<file path="src/design/tbs_consts.svh">
// Purpose: Offsets, field positions, reset values and timing counts.
// Assumes: Included by the sequencer design and by the bench.
// Notes:   Offsets are byte addresses of 32-bit aligned words.
`ifndef TBS_CONSTS_SVH
`define TBS_CONSTS_SVH

// ****************************************************************
// Register offsets
// ****************************************************************
`define TBS_OFS_CTRL       8'h00
`define TBS_OFS_CFG_STAT   8'h04
`define TBS_OFS_IRQ_STAT   8'h08
`define TBS_OFS_IRQ_MASK   8'h0C
`define TBS_OFS_SEQ_CMD    8'h10
`define TBS_OFS_SEQ_WDATA  8'h14
`define TBS_OFS_SEQ_RDATA  8'h18
`define TBS_OFS_SEQ_STAT   8'h1C
`define TBS_OFS_PRINT_SEL  8'h20

// ****************************************************************
// Field positions
// ****************************************************************
`define TBS_CTRL_LATCH_EN  0
`define TBS_CTRL_EDIT_CLR  1
`define TBS_IRQ_KEY        0
`define TBS_IRQ_LINE       1
`define TBS_IRQ_TIMER      2
`define TBS_IRQ_MOTOR      3
`define TBS_IRQ_SEQ_DONE   4
`define TBS_IRQ_BITS       5
`define TBS_STAT_BUSY      0
`define TBS_STAT_EDIT      1

// ****************************************************************
// Reset values and codes
// ****************************************************************
`define TBS_RST_IRQ_MASK   5'h00
`define TBS_RST_PRINT_SEL  16'h0000
`define TBS_EDIT_OPCODE    8'h45

// ****************************************************************
// Timing
// ****************************************************************
`define TBS_CLK_MHZ        40
`define TBS_STROBE_NS      250
`define TBS_STROBE_CYC     ((`TBS_STROBE_NS * `TBS_CLK_MHZ + 999) / 1000)

`endif

</file>
<file path="src/design/tbs_pkg.sv">
// Purpose: Types shared by the sequencer design and the bench.
// Assumes: Constants live in tbs_consts.svh.
// Notes:   Operation codes match bits 17:16 of the command register.
package tbs_pkg;

    typedef enum logic [1:0]
    {
        TBS_OP_KB_READ,
        TBS_OP_MEM_WRITE,
        TBS_OP_MEM_READ,
        TBS_OP_PRINT
    } tbs_op_e;

    typedef enum
    {
        TBS_SQ_IDLE,
        TBS_SQ_SETUP,
        TBS_SQ_STROBE,
        TBS_SQ_HOLD
    } tbs_seq_e;

endpackage

</file>
<file path="src/design/tbs_sequencer.sv">
// Purpose: Status characters, interrupt mask latches and system-bus
//          transfer sequencing of the terminal processor module.
// Assumes: One 40 MHz clock; AHB-Lite slave with one read wait state.
// Notes:   All pin inputs pass a two-flop synchroniser first.
`timescale 1ns/1ps
`include "tbs_consts.svh"

// Notes on behaviour
// - Char six bit1 is paper adequate.
// - Char six bit2 is double spacing selected.
// - Char six bit3 is printing disabled.
// - Char six bit0 always reads reset position.
// - Char seven bit4 is cover open.
// - Char seven bit5 is second step absent.
// - Char seven bits 7 and 6 read one.
// - Char eight bit1 is fan off.
// - Char eight bit3 is motor decelerating.
// - Char eight bits 0 and 2 fixed.
// - At power-on only timer, motor and sequence-done interrupts pass.
// - Software sets latches enabling keyboard, line interrupts.
// - Read keyboard character, decode edit opcode.
// - Memory write: address, data, then write strobe.
// - Memory read: address, then read strobe.
// - Print: select code, data, then io write strobe.
module tbs_sequencer
(
    input  wire logic                 i_clk,
    input  wire logic                 i_resetn,
    input  wire logic                 i_hsel,
    input  wire logic [7:0]           i_haddr,
    input  wire logic [1:0]           i_htrans,
    input  wire logic                 i_hwrite,
    input  wire logic [2:0]           i_hsize,
    input  wire logic [31:0]          i_hwdata,
    input  wire logic                 i_hready,
    output logic                      o_hreadyout,
    output logic                      o_hresp,
    output logic      [31:0]          o_hrdata,
    input  wire logic                 i_paper_ok,
    input  wire logic                 i_double_space,
    input  wire logic                 i_print_disabled,
    input  wire logic                 i_cover_open,
    input  wire logic                 i_second_step_absent,
    input  wire logic                 i_fan_off,
    input  wire logic                 i_motor_slowing,
    input  wire logic                 i_key_press_irq,
    input  wire logic                 i_line_irq,
    input  wire logic                 i_timer_irq,
    input  wire logic                 i_motor_clk_irq,
    input  wire logic [7:0]           i_keyboard_char_bus,
    input  wire logic [7:0]           i_sys_data,
    output logic      [7:0]           o_sys_data,
    output logic                      o_sys_data_oe_n,
    output logic      [15:0]          o_sys_addr,
    output logic                      o_mem_write_strobe,
    output logic                      o_mem_read_strobe,
    output logic                      o_io_write_strobe,
    output logic                      o_edit_mode,
    output logic                      o_irq
);
    import tbs_pkg::*;

    localparam int NSYNC = 27;
    localparam logic [3:0] STROBE_CYC = 4'(`TBS_STROBE_CYC);

    // ************************************************************
    // Input synchronisers
    // ************************************************************
    logic [NSYNC-1:0] pin_raw;
    logic [NSYNC-1:0] sync_a;
    logic [NSYNC-1:0] sync_b;

    assign pin_raw = {i_sys_data, i_keyboard_char_bus, i_motor_clk_irq,
                      i_timer_irq, i_line_irq, i_key_press_irq,
                      i_motor_slowing, i_fan_off, i_second_step_absent,
                      i_cover_open, i_print_disabled, i_double_space,
                      i_paper_ok};

    genvar g;
    generate
        for (g = 0; g < NSYNC; g++)
        begin : g_sync
            always_ff @(posedge i_clk or negedge i_resetn)
            begin
                if (!i_resetn)
                begin
                    sync_a[g] <= 1'b0;
                    sync_b[g] <= 1'b0;
                end
                else
                begin
                    sync_a[g] <= pin_raw[g];
                    sync_b[g] <= sync_a[g];
                end
            end
        end
    endgenerate

    logic       paper_ok;
    logic       double_space;
    logic       print_disabled;
    logic       cover_open;
    logic       second_step_absent;
    logic       fan_off;
    logic       motor_slowing;
    logic [3:0] irq_lvl;
    logic [7:0] kb_char;
    logic [7:0] sys_data_in;

    assign paper_ok           = sync_b[0];
    assign double_space       = sync_b[1];
    assign print_disabled     = sync_b[2];
    assign cover_open         = sync_b[3];
    assign second_step_absent = sync_b[4];
    assign fan_off            = sync_b[5];
    assign motor_slowing      = sync_b[6];
    assign irq_lvl            = sync_b[10:7];
    assign kb_char            = sync_b[18:11];
    assign sys_data_in        = sync_b[26:19];

    // ************************************************************
    // Configuration status characters
    // ************************************************************
    logic [7:0] char_six;
    logic [7:0] char_seven;
    logic [7:0] char_eight;

    assign char_six   = {4'h0,
                         print_disabled,
                         double_space,
                         paper_ok,
                         1'b0};
    assign char_seven = {2'b11,
                         second_step_absent,
                         cover_open,
                         4'h0};
    assign char_eight = {4'h0,
                         motor_slowing,
                         1'b0,
                         fan_off,
                         1'b0};

    // ************************************************************
    // AHB-Lite slave front end
    // ************************************************************
    function automatic logic hit(input logic [7:0] a, input logic [7:0] o);
        hit = (a == o);
    endfunction

    logic       take;
    logic       wr_pend;
    logic       rd_pend;
    logic [7:0] ph_addr;
    logic       wr_en;

    assign take        = i_hsel && i_htrans[1] && i_hready;
    assign o_hreadyout = !rd_pend;
    assign o_hresp     = 1'b0;
    assign wr_en       = wr_pend;

    always_ff @(posedge i_clk or negedge i_resetn)
    begin
        if (!i_resetn)
        begin
            wr_pend <= 1'b0;
            rd_pend <= 1'b0;
            ph_addr <= 8'h00;
        end
        else
        begin
            wr_pend <= take && i_hwrite;
            rd_pend <= take && !i_hwrite;
            if (take)
                ph_addr <= i_haddr;
        end
    end

    // ************************************************************
    // Interrupt mask latches, sticky status and mask
    // ************************************************************
    logic                      latch_en;
    logic [3:0]                irq_prev;
    logic [3:0]                irq_edge;
    logic [3:0]                irq_pass;
    logic [`TBS_IRQ_BITS-1:0]  irq_set;
    logic [`TBS_IRQ_BITS-1:0]  irq_stat;
    logic [`TBS_IRQ_BITS-1:0]  irq_mask;
    logic [`TBS_IRQ_BITS-1:0]  irq_clr;
    logic                      seq_done;

    always_ff @(posedge i_clk or negedge i_resetn)
    begin
        if (!i_resetn)
            latch_en <= 1'b0;
        else if (wr_en && hit(ph_addr, `TBS_OFS_CTRL))
            latch_en <= i_hwdata[`TBS_CTRL_LATCH_EN];
    end

    always_ff @(posedge i_clk or negedge i_resetn)
    begin
        if (!i_resetn)
            irq_prev <= 4'h0;
        else
            irq_prev <= irq_lvl;
    end

    // One event per key depression is relied on from the keyboard.
    assign irq_edge = irq_lvl & ~irq_prev;
    assign irq_pass = {irq_edge[3:2],
                       irq_edge[1:0] & {2{latch_en}}};
    assign irq_set  = {seq_done, irq_pass};
    assign irq_clr  = (wr_en && hit(ph_addr, `TBS_OFS_IRQ_STAT)) ?
                      i_hwdata[`TBS_IRQ_BITS-1:0] : '0;

    always_ff @(posedge i_clk or negedge i_resetn)
    begin
        if (!i_resetn)
            irq_stat <= '0;
        else
            irq_stat <= (irq_stat & ~irq_clr) | irq_set;
    end

    always_ff @(posedge i_clk or negedge i_resetn)
    begin
        if (!i_resetn)
            irq_mask <= `TBS_RST_IRQ_MASK;
        else if (wr_en && hit(ph_addr, `TBS_OFS_IRQ_MASK))
            irq_mask <= i_hwdata[`TBS_IRQ_BITS-1:0];
    end

    always_ff @(posedge i_clk or negedge i_resetn)
    begin
        if (!i_resetn)
            o_irq <= 1'b0;
        else
            o_irq <= |(irq_stat & irq_mask);
    end

    // ************************************************************
    // Transfer command registers
    // ************************************************************
    tbs_seq_e    seq_st;
    tbs_op_e     cur_op;
    logic [15:0] cmd_addr;
    logic [7:0]  wdata;
    logic [7:0]  rdata;
    logic [15:0] print_sel;
    logic [3:0]  strobe_cnt;
    logic        start;

    assign start = wr_en && hit(ph_addr, `TBS_OFS_SEQ_CMD) &&
                   (seq_st == TBS_SQ_IDLE);

    always_ff @(posedge i_clk or negedge i_resetn)
    begin
        if (!i_resetn)
        begin
            cur_op   <= TBS_OP_KB_READ;
            cmd_addr <= 16'h0000;
        end
        else if (start)
        begin
            cur_op   <= tbs_op_e'(i_hwdata[17:16]);
            cmd_addr <= i_hwdata[15:0];
        end
    end

    always_ff @(posedge i_clk or negedge i_resetn)
    begin
        if (!i_resetn)
            wdata <= 8'h00;
        else if (wr_en && hit(ph_addr, `TBS_OFS_SEQ_WDATA))
            wdata <= i_hwdata[7:0];
    end

    always_ff @(posedge i_clk or negedge i_resetn)
    begin
        if (!i_resetn)
            print_sel <= `TBS_RST_PRINT_SEL;
        else if (wr_en && hit(ph_addr, `TBS_OFS_PRINT_SEL))
            print_sel <= i_hwdata[15:0];
    end

    // ************************************************************
    // Bus transfer sequencer
    // ************************************************************
    always_ff @(posedge i_clk or negedge i_resetn)
    begin
        if (!i_resetn)
        begin
            seq_st     <= TBS_SQ_IDLE;
            strobe_cnt <= 4'h0;
            seq_done   <= 1'b0;
        end
        else
        begin
            seq_done <= 1'b0;
            case (seq_st)
                TBS_SQ_IDLE:
                    if (start)
                        seq_st <= TBS_SQ_SETUP;
                TBS_SQ_SETUP:
                begin
                    strobe_cnt <= STROBE_CYC;
                    seq_st     <= TBS_SQ_STROBE;
                end
                TBS_SQ_STROBE:
                begin
                    strobe_cnt <= strobe_cnt - 4'h1;
                    if (strobe_cnt == 4'h1)
                        seq_st <= TBS_SQ_HOLD;
                end
                TBS_SQ_HOLD:
                begin
                    seq_done <= 1'b1;
                    seq_st   <= TBS_SQ_IDLE;
                end
                default:
                    seq_st <= TBS_SQ_IDLE;
            endcase
        end
    end

    // Address and write data stand from setup through hold.
    always_ff @(posedge i_clk or negedge i_resetn)
    begin
        if (!i_resetn)
        begin
            o_sys_addr      <= 16'h0000;
            o_sys_data      <= 8'h00;
            o_sys_data_oe_n <= 1'b1;
        end
        else if (seq_st == TBS_SQ_IDLE)
        begin
            o_sys_data_oe_n <= 1'b1;
            if (start)
            begin
                if (tbs_op_e'(i_hwdata[17:16]) == TBS_OP_PRINT)
                    o_sys_addr <= print_sel;
                else
                    o_sys_addr <= i_hwdata[15:0];
                o_sys_data      <= wdata;
                o_sys_data_oe_n <=
                    !(tbs_op_e'(i_hwdata[17:16]) == TBS_OP_MEM_WRITE ||
                      tbs_op_e'(i_hwdata[17:16]) == TBS_OP_PRINT);
            end
        end
        else if (seq_st == TBS_SQ_HOLD)
            o_sys_data_oe_n <= 1'b1;
    end

    logic strobe_on;
    assign strobe_on = (seq_st == TBS_SQ_SETUP) ||
                       (seq_st == TBS_SQ_STROBE && strobe_cnt != 4'h1);

    always_ff @(posedge i_clk or negedge i_resetn)
    begin
        if (!i_resetn)
        begin
            o_mem_write_strobe <= 1'b0;
            o_mem_read_strobe  <= 1'b0;
            o_io_write_strobe  <= 1'b0;
        end
        else
        begin
            o_mem_write_strobe <= strobe_on &&
                                  cur_op == TBS_OP_MEM_WRITE;
            o_mem_read_strobe  <= strobe_on &&
                                  cur_op == TBS_OP_MEM_READ;
            o_io_write_strobe  <= strobe_on &&
                                  cur_op == TBS_OP_PRINT;
        end
    end

    // Read data is taken as the strobe ends, when the bus has settled.
    always_ff @(posedge i_clk or negedge i_resetn)
    begin
        if (!i_resetn)
            rdata <= 8'h00;
        else if (seq_st == TBS_SQ_STROBE && strobe_cnt == 4'h1)
        begin
            if (cur_op == TBS_OP_KB_READ)
                rdata <= kb_char;
            else if (cur_op == TBS_OP_MEM_READ)
                rdata <= sys_data_in;
        end
    end

    always_ff @(posedge i_clk or negedge i_resetn)
    begin
        if (!i_resetn)
            o_edit_mode <= 1'b0;
        else if (seq_st == TBS_SQ_STROBE && strobe_cnt == 4'h1 &&
                 cur_op == TBS_OP_KB_READ &&
                 kb_char == `TBS_EDIT_OPCODE)
            o_edit_mode <= 1'b1;
        else if (wr_en && hit(ph_addr, `TBS_OFS_CTRL) &&
                 i_hwdata[`TBS_CTRL_EDIT_CLR])
            o_edit_mode <= 1'b0;
    end

    // ************************************************************
    // Register read-back
    // ************************************************************
    logic [31:0] rd_val;

    always_comb
    begin
        rd_val = 32'h0000_0000;
        if (hit(ph_addr, `TBS_OFS_CTRL))
            rd_val[`TBS_CTRL_LATCH_EN] = latch_en;
        else if (hit(ph_addr, `TBS_OFS_CFG_STAT))
            rd_val = {8'h00, char_eight, char_seven, char_six};
        else if (hit(ph_addr, `TBS_OFS_IRQ_STAT))
            rd_val[`TBS_IRQ_BITS-1:0] = irq_stat;
        else if (hit(ph_addr, `TBS_OFS_IRQ_MASK))
            rd_val[`TBS_IRQ_BITS-1:0] = irq_mask;
        else if (hit(ph_addr, `TBS_OFS_SEQ_CMD))
            rd_val = {14'h0000, cur_op, cmd_addr};
        else if (hit(ph_addr, `TBS_OFS_SEQ_WDATA))
            rd_val[7:0] = wdata;
        else if (hit(ph_addr, `TBS_OFS_SEQ_RDATA))
            rd_val[7:0] = rdata;
        else if (hit(ph_addr, `TBS_OFS_SEQ_STAT))
            rd_val[1:0] = {o_edit_mode, seq_st != TBS_SQ_IDLE};
        else if (hit(ph_addr, `TBS_OFS_PRINT_SEL))
            rd_val[15:0] = print_sel;
    end

    always_ff @(posedge i_clk or negedge i_resetn)
    begin
        if (!i_resetn)
            o_hrdata <= 32'h0000_0000;
        else if (rd_pend)
            o_hrdata <= rd_val;
    end

endmodule

</file>
<file path="config.mk">
export PLATFORM = sky130hd
export DESIGN_NAME = tbs_sequencer
export DESIGN_NICKNAME = d
export VERILOG_FILES = /design/src/design/tbs_pkg.sv /design/src/design/tbs_sequencer.sv
export VERILOG_INCLUDE_DIRS = /design/src /design/src/design
export SDC_FILE = /design/constraint.sdc
export NUM_CORES = 1
export LEC_CHECK = 0
export ABC_AREA = 1
export BUFFER_PORTS_ARGS = -buffer_cell sky130_fd_sc_hd__buf_2
export CORE_ASPECT_RATIO = 0.7
export CORE_MARGIN = 10
export CORE_UTILIZATION = 34
export DETAILED_ROUTE_END_ITERATION = 7
export GPL_TIMING_DRIVEN = 0
export PLACE_DENSITY_LB_ADDON = 0.3
export SETUP_SLACK_MARGIN = 0.2
export SYNTH_ARGS = -nofsm -noshare
export SYNTH_HDL_FRONTEND = slang
export SYNTH_SLANG_ARGS = --single-unit
</file>
<file path="constraint.sdc">
create_clock -name i_clk -period 3 [get_ports i_clk]
set_input_delay 0.6 -clock i_clk [delete_from_list [all_inputs] [get_ports i_clk]]
set_output_delay 0.6 -clock i_clk [all_outputs]
set_load 0.01 [all_outputs]
</file>
==> results.yml <==
detailed_routing:
  wl_per_cell_um: 16.0
  drt_iter0_drc: 453
  ant_nets: 0
  vias_per_cell: 4.63
  drtPass1Iterations: 4
  drc: 0
  via_count: 5518
  drt_wl_total_um: 19100
timing:
  tightestPinTransition_ns: 0.607
  relSlewSlack: 0.595
  post-route-period-util: 0.854
  tns_ns: 0
  hold_ws_ns: 0.0967
  maxSlewViolCount: 0
  fin_crit_ns: 2.56
  max_freq_ghz: 0.390
  clock_skew_ns: 0.0101
  rsz0062_at_grt: "no"
  hold_violations: 0
  setup_ws_ns: 0.437
  finalSetupViolCount: 0
flow_run:
  drv_cap: 0
global_route:
  grt_pass1_wl_um: 30200
  antenna_found_initial: 0
  grt_util_all_layers: 0.138
  grt_max_degree: 120
  overflow: 0
  grt_pass1_vias: 5319
critical_path:
  arrival_ns: 1.96
  worstSetupEndpointType: "output port"
  crit_buf_inv: 4
  path_max_fanout: 10
  cp.required_ns: 2.40
  startpoint_type: "flip-flop"
  critPathKind: "reg2out"
  critPathMaxStageDelay_ns: 0.41
  critical-path-top-cell-by-count: "clkbuf_1"
  slowest_stage: "clkbuf_1"
  critPathTopFamily: "buffers and inverters"
  path_cells: "clkbuf_1, inv_2, clkbuf_1, buf_2"
yosys:
  synth-edff-count: 0
  ys_seq_elements: 185
  yosysWarnings: 0
  seq_area_frac_synth: 0.627
  synth_area_per_cell_um2: 9.75
  syn_area_um2: 7380
  synthArstFlopShare: 1.00
  synth_cell_types: 38
  synthCells: 757
  ys.flop_type: "dfrtp_1"
floorplanning:
  core.rowCount: 45
  ioPinCount: 141
  fp.dieW_um: 196
  die_y_um: 143
  die_area_um2: 28100
  initial_core_util: 0.343
  core_area_um2: 21500
final_layout:
  drive_above_1_share: 0.211
  syn_to_final_growth_pct: 21.4
  post-route-util: 0.417
  num-nets-final: 982
  n_antenna_cell: 0
power_and_ir_drop:
  ir_worst_vdd_v: 0.000303
  p_per_area_nw_per_um2: 608
  p_leak_nw: 4.55
clock_tree:
  cts_made_buffers: 17
  tritoncts: "done"
  cts_hold_buf: 0
  cts_resized: 0
  cts_setup_buffers: 0
  clock_latency_ns: 0.44
  cts.path.max_buffers: 2
  cts.sinks: 185
  root_buffer: "clkbuf_16"
  clkSlewWorstSetupHoldPaths_ns: 0.07
  ctsHtreeMaxLevel: 4
placed_design:
  place_congestion: 0.850
  dp.final_hpwl_um: 14400
  io_buffer_count: 108
  dpl_worst_slack_ns: 0.844
status:
  status: "finished clean"
worst_hold_path:
  hold_path.class: "in2async"
## worst paths after layout
path                            cells past startpoint              startpoint  slack [ns]                end
worst min register to register                      0               sync_a[6]        0.35      motor_slowing
worst max-delay path                                4                 rd_pend        0.44        o_hreadyout
worst min-delay path                                1                i_resetn         0.1  o_io_write_strobe
max in group asynchronous                           2                i_resetn        1.95       double_space
min in group i_clk                                  1  i_keyboard_char_bus[6]        0.26         sync_a[17]
worst max register to register                      7               seq_st[0]        1.13           rdata[1]
## per-layer routing
metal  vias up  part of all wire  track usage
met5         -                 0            0
met3        14             0.077       0.0473
li1       2726                 -            -
met4         0            0.0094       0.0353
met2       168              0.41        0.189
met1      2610              0.50        0.202
## logic make-up (layout without fill, tap and decap cells)
kind of cell / count (synthesis) / after routing / share of synthesized area
compound gates: 166 / 166 / 0.125
fa+ha+maj: 7 / 7 / 0.0119
buf+inv: 108 / 249 / 0.0695
flops: 185 / 185 / 0.627
other cells: 1 / 14 / 0.000508
simple gates: 290 / 290 / 0.166
## cells in the final DEF, fill, tap and decap left out, drive strengths merged
master	instances
conb	14
ha	7
nand2	197
nor4	1
dfstp	1
nand3	32
o22ai	5
dfrtp	184
o21a	2
nor3	6
a21oi	20
a21o	1
a32o	4
o21ai	121
a221oi	1
a31oi	2
clkbuf	32
nor2	51
o21bai	2
clkinv	5
a211oi	1
buf	134
o31ai	1
o211ai	5
nand4	3
a32oi	1
inv	78
## through the flow
step	cells	total power [mW]	instance area, um2
floorplan	770	3.03	7430
global placement	1160	3.23	8320
detailed placement	1161	3.25	8360
CTS	1193	5.52	8960
global route	1193	5.72	8960
finish	1193	5.45	8960
## where the power goes
part	internal, mW	switching, mW
clock	1.13	1.12
sequential	2.60	0.0630
combinational	0.171	0.356
## cells in the mapped netlist (3+ instances only)
master	n	area, um2
o22ai_1	5	31.3
nand2_1	194	728
buf_4	18	135
a32o_1	4	40.0
a21oi_1	20	100
dfrtp_1	184	4600
o211ai_1	5	37.5
inv_2	5	18.8
nor2_1	44	165
nand4_1	3	18.8
o21ai_1	42	210
nor3_1	5	25.0
buf_6	5	56.3
nor2_2	3	18.8
clkbuf_1	15	56.3
nor2_4	3	33.8
inv_1	63	236
nand3_1	29	145
nand2_2	3	18.8
o21ai_2	6	52.6
o21ai_0	73	365
ha_1	7	87.6
## registers in the layout, indices dropped and copies added (netlist names), 2 cells and up
name	count
o_hrdata	19
sync_b	8
irq_mask	5
strobe_cnt	4
print_sel	16
ph_addr	8
sync_a	27
cur_op	2
rdata	8
irq_lvl	4
o_sys_data	8
seq_st	2
cmd_addr	16
o_sys_addr	16
kb_char	8
irq_stat	5
wdata	8
irq_prev	4
## area by class of cell
| type | count | area, um2 |
|---|---|---|
| Tap cell | 282 | 353 |
| Fill cell | 2144 | 12500 |
| Sequential cell | 185 | 4630 |
| Timing Repair Buffer | 109 | 578 |
| Multi-Input combinational cell | 477 | 2290 |
| Clock buffer | 17 | 425 |
| Inverter | 68 | 255 |
| Buffer | 40 | 258 |
| Clock inverter | 15 | 174 |
No activity file was read; power rests on OpenSTA's default activity.
